### src/pkg/rst_seq_consts.svh
// Constants for the display hardware reset sequencer.
// Assumes a 10 MHz system clock; included by its bare name.
`ifndef RST_SEQ_CONSTS_SVH
`define RST_SEQ_CONSTS_SVH

// ****************************************
// Clock and pin filter timing
// ****************************************
`define RSEQ_CLK_NS 100
`define RSEQ_REJECT_US 5
`define RSEQ_ACCEPT_US 9
`define RSEQ_FILTER_US 7
`define RSEQ_REJECT_CYC ((`RSEQ_REJECT_US * 1000 + `RSEQ_CLK_NS - 1) / `RSEQ_CLK_NS)
`define RSEQ_ACCEPT_CYC ((`RSEQ_ACCEPT_US * 1000) / `RSEQ_CLK_NS)
`define RSEQ_FILTER_CYC ((`RSEQ_FILTER_US * 1000) / `RSEQ_CLK_NS)

// ****************************************
// Sequence timing
// ****************************************
`define RSEQ_LOAD_MS 5
`define RSEQ_WAKE_MS 120
`define RSEQ_BLANK_MS 120
`define RSEQ_LOAD_CYC ((`RSEQ_LOAD_MS * 1000000) / `RSEQ_CLK_NS)
`define RSEQ_WAKE_CYC ((`RSEQ_WAKE_MS * 1000000) / `RSEQ_CLK_NS)
`define RSEQ_BLANK_CYC ((`RSEQ_BLANK_MS * 1000000) / `RSEQ_CLK_NS)

// ****************************************
// Nonvolatile image layout and reset values
// ****************************************
`define RSEQ_NVM_WORDS 3'h5
`define RSEQ_NVM_BASE 4'h0
`define RSEQ_IDX_ID0 3'h0
`define RSEQ_IDX_ID1 3'h1
`define RSEQ_IDX_ID2 3'h2
`define RSEQ_IDX_CVS 3'h3
`define RSEQ_IDX_MISC 3'h4
`define RSEQ_IMG_RESET 40'h0

`endif

### src/pkg/rst_seq_pkg.sv
// Types shared by the display hardware reset sequencer.
// Assumes the constants header is on the include path.
package rst_seq_pkg;

  typedef enum logic [2:0]
  {
    ST_RUN = 3'h0,
    ST_BLANKING = 3'h1,
    ST_HOLD = 3'h2,
    ST_LOAD = 3'h3,
    ST_DONE = 3'h4
  } seq_state_e;

  typedef struct packed
  {
    logic [23:0] id_bytes;
    logic [7:0] common_voltage_setting;
    logic [7:0] misc_setting;
  } nvm_image_s;

  typedef struct packed
  {
    seq_state_e state;
    logic [2:0] idx;
    logic busy;
    logic [20:0] blank_cnt;
  } seq_ctl_s;

endpackage : rst_seq_pkg

### src/verilog/spike_filter.sv
// Spike filter for the synchronised reset pin level.
// Assumes level_in is already synchronised to clk.
`timescale 1ns/1ps
`include "rst_seq_consts.svh"

module spike_filter
(
  input wire logic clk,
  input wire logic rst_n,
  input wire logic level_in,
  output logic level_out
);

  logic [6:0] cnt;
  logic [6:0] next_cnt;
  logic next_level;

  // ****************************************
  // Filter counter
  // ****************************************
  always_comb
  begin
    next_cnt = 7'h00;
    next_level = level_out;
    if (level_in != level_out)
    begin
      if (cnt == 7'(`RSEQ_FILTER_CYC - 1))
      begin
        next_level = level_in;
      end
      else
      begin
        next_cnt = cnt + 7'h01;
      end
    end
  end

  always_ff @(posedge clk or negedge rst_n)
  begin
    if (!rst_n)
    begin
      cnt <= 7'h00;
      level_out <= 1'b0;
    end
    else
    begin
      cnt <= next_cnt;
      level_out <= next_level;
    end
  end

endmodule : spike_filter

### src/verilog/display_hw_reset_sequencer.sv
// Hardware reset sequencer of a display controller.
// Assumes a 10 MHz clock, a raw reset pin and a same-clock nonvolatile read port.
`timescale 1ns/1ps
`include "rst_seq_consts.svh"

// Functional notes
// - Pin low pulses under 5 us are rejected and pulses over 9 us always reset.
// - High glitches inside a valid reset pulse are filtered the same way.
// - After each release the stored image is loaded within 5 ms of the filtered rising edge, or LOAD_FAIL is set at that deadline.
// - A reset that starts while awake runs a blanking phase of at most 120 ms.
// - A reset that starts while asleep keeps the display blank throughout.
// - A completed reset leaves the sequencer in ST_RUN, with the core released and the display unblanked.
module display_hw_reset_sequencer
  import rst_seq_pkg::*;
#(
  parameter int LOAD_CYCLES = `RSEQ_LOAD_CYC,
  parameter int WAKE_CYCLES = `RSEQ_WAKE_CYC,
  parameter int BLANK_CYCLES = `RSEQ_BLANK_CYC
)
(
  input wire logic CLK_SYS,
  input wire logic RST_B,
  input wire logic HW_RESET_N,
  input wire logic SLEEP_OUT,
  input wire logic NVM_VALID,
  input wire logic [7:0] NVM_DATA,
  output logic NVM_RD,
  output logic [3:0] NVM_ADDR,
  output nvm_image_s NVM_IMAGE,
  output logic LOAD_FAIL,
  output logic CORE_RESET_N,
  output logic DISPLAY_BLANK,
  output logic CMD_READY,
  output logic WAKE_ALLOWED
);

  function automatic logic [20:0] sat_inc(input logic [20:0] v, input logic [20:0] lim);
    sat_inc = (v >= lim) ? v : v + 21'h000001;
  endfunction : sat_inc

  logic rst_meta;
  logic rst_n;
  logic pin_meta;
  logic pin_s;
  logic filt;
  seq_ctl_s ctl;
  seq_ctl_s next_ctl;
  nvm_image_s next_img;
  logic [20:0] rel_cnt;
  logic [20:0] next_rel;
  logic next_fail;
  logic next_rd;
  logic [3:0] next_addr;
  logic next_core;
  logic next_blank;
  logic next_cmd;
  logic next_wake;

  // ****************************************
  // Reset and pin synchronisers
  // ****************************************
  always_ff @(posedge CLK_SYS or negedge RST_B)
  begin
    if (!RST_B)
    begin
      rst_meta <= 1'b0;
      rst_n <= 1'b0;
    end
    else
    begin
      rst_meta <= 1'b1;
      rst_n <= rst_meta;
    end
  end

  always_ff @(posedge CLK_SYS or negedge rst_n)
  begin
    if (!rst_n)
    begin
      pin_meta <= 1'b0;
      pin_s <= 1'b0;
    end
    else
    begin
      pin_meta <= HW_RESET_N;
      pin_s <= pin_meta;
    end
  end

  spike_filter u_filter
  (
    .clk(CLK_SYS),
    .rst_n(rst_n),
    .level_in(pin_s),
    .level_out(filt)
  );

  // ****************************************
  // Sequence control
  // ****************************************
  always_comb
  begin
    next_ctl = ctl;
    next_img = NVM_IMAGE;
    next_fail = LOAD_FAIL;
    next_rd = 1'b0;
    next_addr = NVM_ADDR;
    next_rel = filt ? sat_inc(rel_cnt, 21'(WAKE_CYCLES)) : 21'h000000;
    case (ctl.state)
      ST_RUN:
      begin
        if (!filt)
        begin
          next_ctl.blank_cnt = 21'h000000;
          next_ctl.state = SLEEP_OUT ? ST_BLANKING : ST_HOLD;
        end
      end
      ST_BLANKING:
      begin
        next_ctl.blank_cnt = sat_inc(ctl.blank_cnt, 21'(BLANK_CYCLES));
        if (filt)
        begin
          next_ctl.state = ST_LOAD;
        end
        else if (ctl.blank_cnt >= 21'(BLANK_CYCLES - 1))
        begin
          next_ctl.state = ST_HOLD;
        end
      end
      ST_HOLD:
      begin
        if (filt)
        begin
          next_ctl.state = ST_LOAD;
        end
      end
      ST_LOAD:
      begin
        if (!filt)
        begin
          next_ctl.state = ST_HOLD;
        end
        else if (rel_cnt >= 21'(LOAD_CYCLES - 2))
        begin
          next_fail = 1'b1;
          next_ctl.state = ST_DONE;
        end
        else if (!ctl.busy)
        begin
          next_rd = 1'b1;
          next_addr = `RSEQ_NVM_BASE + {1'b0, ctl.idx};
          next_ctl.busy = 1'b1;
        end
        else if (NVM_VALID)
        begin
          case (ctl.idx)
            `RSEQ_IDX_ID0: next_img.id_bytes[23:16] = NVM_DATA;
            `RSEQ_IDX_ID1: next_img.id_bytes[15:8] = NVM_DATA;
            `RSEQ_IDX_ID2: next_img.id_bytes[7:0] = NVM_DATA;
            `RSEQ_IDX_CVS: next_img.common_voltage_setting = NVM_DATA;
            default: next_img.misc_setting = NVM_DATA;
          endcase
          next_ctl.busy = 1'b0;
          if (ctl.idx == `RSEQ_NVM_WORDS - 3'h1)
          begin
            next_ctl.state = ST_DONE;
          end
          else
          begin
            next_ctl.idx = ctl.idx + 3'h1;
          end
        end
      end
      ST_DONE:
      begin
        next_ctl.state = ST_RUN;
      end
      default:
      begin
        next_ctl.state = ST_HOLD;
      end
    endcase
    if (ctl.state != ST_LOAD && next_ctl.state == ST_LOAD)
    begin
      next_img = `RSEQ_IMG_RESET;
      next_fail = 1'b0;
      next_ctl.idx = 3'h0;
      next_ctl.busy = 1'b0;
    end
    next_core = (next_ctl.state == ST_RUN);
    next_blank = (next_ctl.state != ST_RUN);
    next_cmd = next_core && (next_rel >= 21'(LOAD_CYCLES));
    next_wake = next_core && (next_rel >= 21'(WAKE_CYCLES));
  end

  always_ff @(posedge CLK_SYS or negedge rst_n)
  begin
    if (!rst_n)
    begin
      ctl <= '{state: ST_HOLD, idx: 3'h0, busy: 1'b0, blank_cnt: 21'h000000};
      NVM_IMAGE <= `RSEQ_IMG_RESET;
      LOAD_FAIL <= 1'b0;
      NVM_RD <= 1'b0;
      NVM_ADDR <= 4'h0;
      rel_cnt <= 21'h000000;
      CORE_RESET_N <= 1'b0;
      DISPLAY_BLANK <= 1'b1;
      CMD_READY <= 1'b0;
      WAKE_ALLOWED <= 1'b0;
    end
    else
    begin
      ctl <= next_ctl;
      NVM_IMAGE <= next_img;
      LOAD_FAIL <= next_fail;
      NVM_RD <= next_rd;
      NVM_ADDR <= next_addr;
      rel_cnt <= next_rel;
      CORE_RESET_N <= next_core;
      DISPLAY_BLANK <= next_blank;
      CMD_READY <= next_cmd;
      WAKE_ALLOWED <= next_wake;
    end
  end

  // ****************************************
  // Checks
  // ****************************************
  logic [7:0] low_run;
  logic [7:0] high_run;

  always_ff @(posedge CLK_SYS or negedge rst_n)
  begin
    if (!rst_n)
    begin
      low_run <= 8'h00;
      high_run <= 8'h00;
    end
    else
    begin
      low_run <= pin_s ? 8'h00 : ((low_run == 8'hFF) ? low_run : low_run + 8'h01);
      high_run <= !pin_s ? 8'h00 : ((high_run == 8'hFF) ? high_run : high_run + 8'h01);
    end
  end
endmodule : display_hw_reset_sequencer

### config.mk
export PLATFORM = sky130hd
export DESIGN_NAME = display_hw_reset_sequencer
export DESIGN_NICKNAME = d
export VERILOG_FILES = /design/src/pkg/rst_seq_pkg.sv /design/src/verilog/spike_filter.sv /design/src/verilog/display_hw_reset_sequencer.sv
export VERILOG_INCLUDE_DIRS = /design/src /design/src/pkg
export SDC_FILE = /design/constraint.sdc
export NUM_CORES = 1
export LEC_CHECK = 0
export BUFFER_PORTS_ARGS = -buffer_cell sky130_fd_sc_hd__clkbuf_2
export CAP_MARGIN = 5
export CORE_ASPECT_RATIO = 1.25
export CORE_MARGIN = 10
export CORE_UTILIZATION = 54
export CTS_CLUSTER_DIAMETER = 50
export DETAILED_ROUTE_END_ITERATION = 10
export PLACE_DENSITY = 0.74
export SKIP_LAST_GASP = 1
export SLEW_MARGIN = 20
export SYNTH_ARGS = -nofsm -noshare
export SYNTH_HDL_FRONTEND = slang
export SYNTH_HIERARCHICAL = 1
export SYNTH_SLANG_ARGS = --single-unit
export TNS_END_PERCENT = 100
### constraint.sdc
create_clock -name CLK_SYS -period 3.65 [get_ports CLK_SYS]
set_input_delay 0.1825 -clock CLK_SYS [delete_from_list [all_inputs] [get_ports CLK_SYS]]
set_output_delay 0.1825 -clock CLK_SYS [all_outputs]
set_load 0.02 [all_outputs]
# Yosys cells after proc, flatten, opt, wreduce, memory -nomap -nowiden
# Cells that the tools add are included.
[totals] reg_bits=110 in_bits=13 output_inout_bits=50 elab_cells=124
[op_classes] n_addsub=4 n_lt_le_gt_ge=6 eq_ne=17 muxes=43 n_bitwise=2 reduce_logical=29
[op_table] op="$mux W40" n=6
[op_table] op="$ge A21 B21 Y1 const B" n=4
[op_table] op="$mux W21" n=4
[op_table] op="$add A21 B1 Y21 const B" n=2
[op_table] op="$ge A21 B16 Y1 const B" n=2
[op_table] op="$pmux W21 S2" n=1
[op_table] op="$mux W8" n=5
[op_table] op="$reduce_and A6 Y1" n=6
[op_table] op="$mux W3" n=8
[op_table] op="$mux W7" n=3
[op_table] op="$reduce_bool A2 Y1" n=10
[op_table] op="$mux W4" n=4
[op_table] op="$eq A3 B2 Y1 const B" n=5
[op_table] op="$pmux W3 S5" n=1
[op_table] op="$logic_not A3 Y1" n=3
[op_table] op="$mux W1" n=9
[op_table] op="$reduce_and A3 Y1" n=3
[op_table] op="$add A7 B1 Y7 const B" n=1
[op_table] op="$eq A7 B7 Y1 const B" n=1
[op_table] op="$eq A3 B1 Y1 const B" n=2
[op_table] op="$eq A3 B3 Y1 const B" n=2
[op_table] op="$mux W6" n=1
[op_table] op="$ne A2 B1 Y1 const B" n=3
[op_table] op="$ne A2 B2 Y1 const B" n=2
[op_table] op="10 further kinds" n=13

# Logic depth before layout (Yosys ltp)
[depth] depth_word=11 depth_mapped=12 mapped_depth_nobuf=10

# Modules after synthesis
# The synthesis kept the hierarchy.
[by_module_without_submodules] module="display_hw_reset_sequencer" n_inst=1 cells_per_inst=549 area_each_um2=5268.8 seq_area_each_um2=2555.0
[by_module_without_submodules] module="spike_filter" n_inst=1 cells_per_inst=35 area_each_um2=406.6 seq_area_each_um2=200.2

# Least setup slack after synthesis
# No wires, ideal clock.
[synth_timing] kind="register to register" startpoint="register rel_cnt[0]" endpoint="register CMD_READY" setup_ns=0.124 arrival_ns=2.413 required_ns=3.526 slack_ns=1.113 path_stages_with_launch=11 path_buffers=0 period_less_slack_ns=2.537 path_cell_list="dfrtp_1 -> inv_1 -> ha_1 -> nor4b_4 -> a31oi_4 -> nor3_4 -> nor4_2 -> xor2_1 -> and2_4 -> or4_1 -> o31a_1"
[synth_via] elab_cells_between_ends=11 cone_classes="1 x add/sub; 3 x order compare; 5 x mux; 2 x reduce/logical"
[synth_rtl] item="start, declared" line="display_hw_reset_sequencer.sv:49" text="logic [20:0] rel_cnt;"
[synth_rtl] item="start signal, assigned" line="display_hw_reset_sequencer.sv:218" text="rel_cnt <= next_rel;"
[synth_rtl] item="$add A21 B1 Y21 or $ge A21 B21 Y1 (tied branches)" line="display_hw_reset_sequencer.sv:38" text="sat_inc = (v >= lim) ? v : v + 21'h000001;"
[synth_rtl] item="$mux W21 *" line="display_hw_reset_sequencer.sv:38"
[synth_rtl] item="$mux W21 *" line="display_hw_reset_sequencer.sv:108" text="next_rel = filt ? sat_inc(rel_cnt, 21'(WAKE_CYCLES)) : 21'h000000;"
[synth_rtl] item="named net next_rel[17]" line="display_hw_reset_sequencer.sv:50" text="logic [20:0] next_rel;"
[synth_rtl] item="$ge A21 B16 Y1 *" line="display_hw_reset_sequencer.sv:192" text="next_cmd = next_core && (next_rel >= 21'(LOAD_CYCLES));"
[synth_rtl] item="$logic_and A1 B1 Y1 *" line="display_hw_reset_sequencer.sv:192"
[synth_rtl] item="named net next_cmd" line="display_hw_reset_sequencer.sv:56" text="logic next_cmd;"
[synth_rtl] item="end signal, assigned" line="display_hw_reset_sequencer.sv:221" text="CMD_READY <= next_cmd;"
[synth_rtl] item="end, declared" line="display_hw_reset_sequencer.sv:33" text="output logic CMD_READY,"
# Mark *: on every way through the listed nets, which the timed path passes. The rest lies on a longest branch.
# A chain may end at the register's enable or synchronous reset.

# Final worst setup path
[layout_timing] startpoint="register rel_cnt[4]" endpoint="register NVM_IMAGE[17] (netlist bit)"
[layout_via] elab_chain_len=8 elab_cells_between_ends=14 cone_classes="1 x order compare; 2 x eq/ne; 4 x mux; 7 x reduce/logical"
[layout_rtl] item="$ge A21 B16 Y1 *" line="display_hw_reset_sequencer.sv:143" text="else if (rel_cnt >= 21'(LOAD_CYCLES - 2))"
[layout_rtl] item="$mux W3" line="display_hw_reset_sequencer.sv:143"
[layout_rtl] item="$mux W3" line="display_hw_reset_sequencer.sv:139" text="if (!filt)"
[layout_rtl] item="$pmux W3 S5" line="display_hw_reset_sequencer.sv:109" text="case (ctl.state)"
[layout_rtl] item="$eq A3 B2 Y1" line="display_hw_reset_sequencer.sv:183" text="if (ctl.state != ST_LOAD && next_ctl.state == ST_LOAD)"
[layout_rtl] item="$logic_and A1 B1 Y1" line="display_hw_reset_sequencer.sv:183"
[layout_rtl] item="$ne A2 B1 Y1 (no line) or $reduce_bool A2 Y1 (tied branches)"
[layout_rtl] item="$reduce_and A6 Y1 (no line)"
[layout_rtl] item="end signal, assigned" line="display_hw_reset_sequencer.sv:201" text="NVM_IMAGE <= `RSEQ_IMG_RESET;"
[layout_rtl] item="end signal, assigned" line="display_hw_reset_sequencer.sv:214" text="NVM_IMAGE <= next_img;"
[layout_rtl] item="end, declared" line="display_hw_reset_sequencer.sv:29" text="output nvm_image_s NVM_IMAGE,"
# Mark *: on every way between the ends. The rest lies on a longest branch, timed or not.

==> impl_metrics.env <==
export IMPL_outcome="completed"
export IMPL_die_w_um=112
export IMPL_gp_congestion=0.887
export IMPL_min_from="NVM_DATA[7]"
export IMPL_ff_latch_area_um2=2760
export IMPL_pwr_share_comb=0.098
export IMPL_diodes=0
export IMPL_report_final_slew_viol_count=0
export IMPL_antenna_left=0
export IMPL_final_area_um2=6390
export IMPL_maxCapViolCount=0
export IMPL_syn_avg_cell_area_um2=9.72
export IMPL_syn_instance_count=584
export IMPL_route_detailed_drc=0
export IMPL_synth_seq_area_share=0.485
export IMPL_rsz0062_at_grt="no"
export IMPL_clockBufferDepth=2
export IMPL_ys_warn_count=6
export IMPL_drt_first_iter_violations=313
export IMPL_hp_class="in2reg"
export IMPL_portBuffers=61
export IMPL_powerDensity_nw_per_um2=391
export IMPL_cp_top_family="compound AO/OA/AOI/OAI gates"
export IMPL_path_cells="a311o_1 > a21oi_1 > o21ai_1 > a311o_1 > nor3_2 > buf_4 > and3_1 > nand2_1 > a21oi_1"
export IMPL_drt_total_wl_mm=13.2
export IMPL_die_height_um=135
export IMPL_holdWs_ps=127
export IMPL_dpl_cell_area_um2=6050
export IMPL_ys_seq_elements=110
export IMPL_cp_arrival_ps=3170
export IMPL_grt_pass1_vias=4467
export IMPL_yosys_cell_types_count=77
export IMPL_final_cell_mix="dfrtp_1, nand2_1, clkbuf_2"
export IMPL_syn_area_um2=5680
export IMPL_cts_tree="yes"
export IMPL_ir_worst_vdd_uv=231
export IMPL_dr_total_vias=4462
export IMPL_max_freq_mhz=345
export IMPL_met2_usage=0.295
export IMPL_synth_nets=608
export IMPL_criticalPathCategory="reg2reg"
export IMPL_clk_pin_slew_ps=80
export IMPL_rows=41
export IMPL_cts_resized=0
export IMPL_grt_use_total=0.174
export IMPL_htreeDepth=3
export IMPL_synthArstFlopShare=1.00
export IMPL_cts_sink_count=110
export IMPL_fin_skew_ps=9.88
export IMPL_dpl_hpwl_mm=9.48
export IMPL_tightest_slew_ps=777
export IMPL_synth_edff_count=0
export IMPL_cp_start_kind="flip-flop"
export IMPL_grt_pass1_wl_mm=21.9
export IMPL_multi_input_area_um2=2690
export IMPL_drt_first_pass_iters=5
export IMPL_power_mw=2.50
export IMPL_intPower_mw=1.81
export IMPL_fin_setup_tns_ps=0
export IMPL_path_max_fanout=15
export IMPL_io_pins=63
export IMPL_worst_path_max_delay_cell="dfrtp_1"
export IMPL_critPathMaxStageDelay_ps=500
export IMPL_cp_num_buf_inv=1
export IMPL_maxSlewHeadroom=0.475
export IMPL_critPathRequiredTime_ps=3920
export IMPL_fin_crit_sh=0.794
export IMPL_ys_flop_type="dfrtp_1"
export IMPL_final_nets=665
export IMPL_grt_overflow=0
export IMPL_critPathCaptureType="flip-flop"
export IMPL_drive_above_1_share=0.197
export IMPL_power_frac_seq=0.521
export IMPL_avgViaCountPerCell=5.76
export IMPL_fin_crit_ps=2900
export IMPL_fill_cells=848
export IMPL_netSwitchingPower_uw=686
export IMPL_p_sw_frac=0.275
export IMPL_p_clk_frac=0.380
export IMPL_cts_buffers=9
export IMPL_setup_violations=0
export IMPL_r2r_start="rel_cnt[4]"
export IMPL_clockRootBuffer="clkbuf_16"
export IMPL_grt_max_degree=86
export IMPL_grt_use_met3=0.0421
export IMPL_power_leakage_nw=2.87
export IMPL_start_util=0.556
export IMPL_busiest_layer="met2"
export IMPL_area_growth_pct=12.6
export IMPL_mostFrequentLayoutCell="dfrtp_1"
export IMPL_design_die_area_um2=15000
export IMPL_use_met1=0.207
export IMPL_crit_start="rel_cnt[4]"
export IMPL_insertion_delay_ps=350
export IMPL_core_area_um2=10200
export IMPL_hold_viol=0
export IMPL_avgRoutedWirePerCell_um=17.0
export IMPL_antenna_found_initial=0
registers in the layout, indices dropped and copies added, names as in the netlist:
register and cells:
NVM_IMAGE 40, CMD_READY 1, LOAD_FAIL 1, u_filter/cnt 7, rst_meta 1, u_filter/level_out 1
CORE_RESET_N 1, pin_s 1, NVM_RD 1, pin_meta 1, NVM_ADDR 3, rst_n 1
rel_cnt 21, DISPLAY_BLANK 1, WAKE_ALLOWED 1, ctl 28
power by group through the flow:
stage               clock network (mW)  registers, mW  logic, mW
floorplan                            0           1.32      0.168
global placement                     0           1.33      0.220
detailed placement                   0           1.34      0.229
CTS                              0.973           1.31      0.232
global route                      1.03           1.31      0.272
finish                           0.949           1.30      0.246
layer usage:
| layer | share of wire | up-vias |
|---|---|---|
| li1 | - | 2144 |
| met3 | 0.046 | 27 |
| met4 | 0.021 | 0 |
| met5 | 0 | - |
| met1 | 0.42 | 2191 |
| met2 | 0.52 | 100 |
cell type report:
type | count | area share
well taps | 129 | 0.0253
repair buffers | 72 | 0.0646
clock inverters | 7 | 0.00979
multi-input cells | 428 | 0.421
inverters | 20 | 0.0118
clock buffers | 9 | 0.0353
flip-flops and latches | 110 | 0.432
cell usage after synthesis, types with 4 or more instances:
master    count  area [µm²]
a21oi_1      48         240
and2_1        6        37.5
and3_1        6        37.5
buf_2         7        35.0
buf_4         6        45.0
buf_6         4        45.0
clkbuf_1      9        33.8
dfrtp_1     108        2700
ha_1         11         138
inv_1        19        71.3
mux2_2        5        56.3
mux2i_1       8        80.1
nand2_1      89         334
nand3_1      29         145
nand4_1       8        50.1
nor2_1       50         188
nor2_2        8        50.1
nor2b_1       6        37.5
nor3_1       11        55.1
nor4_1        9        56.3
o21ai_0      11        55.1
o21ai_1       4        20.0
or3_1         6        37.5
or4_1         5        37.5
xnor2_1      16         140
xor2_1       20         175
stage by stage:
step                worst slack (ps)  utilization  instances
floorplan                        362            -        584
global placement                 892        0.593        756
detailed placement               802        0.593        756
CTS                              753        0.623        774
global route                     583        0.626        775
finish                           750        0.626        775
worst min-delay path, cell delays in order:
cell	delay, ps
clkbuf_2	130
nand2_1	70
a21oi_1	60
what timing repair did:
action                    4_1_cts  5_1_grt
hold endpoints to repair        3        0
hold buffers                    2        0
buffers inserted                0        0
final timing paths:
check | endpoint | slack [ps] | cells past startpoint
max in group asynchronous | DISPLAY_BLANK | 2740 | 1
max reg2reg | NVM_IMAGE[17] | 750 | 9
min reg2reg | ctl[15] | 260 | 0
min | NVM_IMAGE[31] | 130 | 3
min in group asynchronous | rst_n | 140 | 2
max | NVM_IMAGE[17] | 750 | 9
logic make-up after synthesis:
family | count (synthesis) | synth area share
flops | 110 | 0.485
simple gates | 260 | 0.241
compound gates | 106 | 0.127
other cells | 2 | 0.00132
xor+xnor | 36 | 0.0556
buf+inv | 46 | 0.0412
mux | 13 | 0.0240
fa+ha+maj | 11 | 0.0243
No activity file was read; power rests on OpenSTA's default activity.
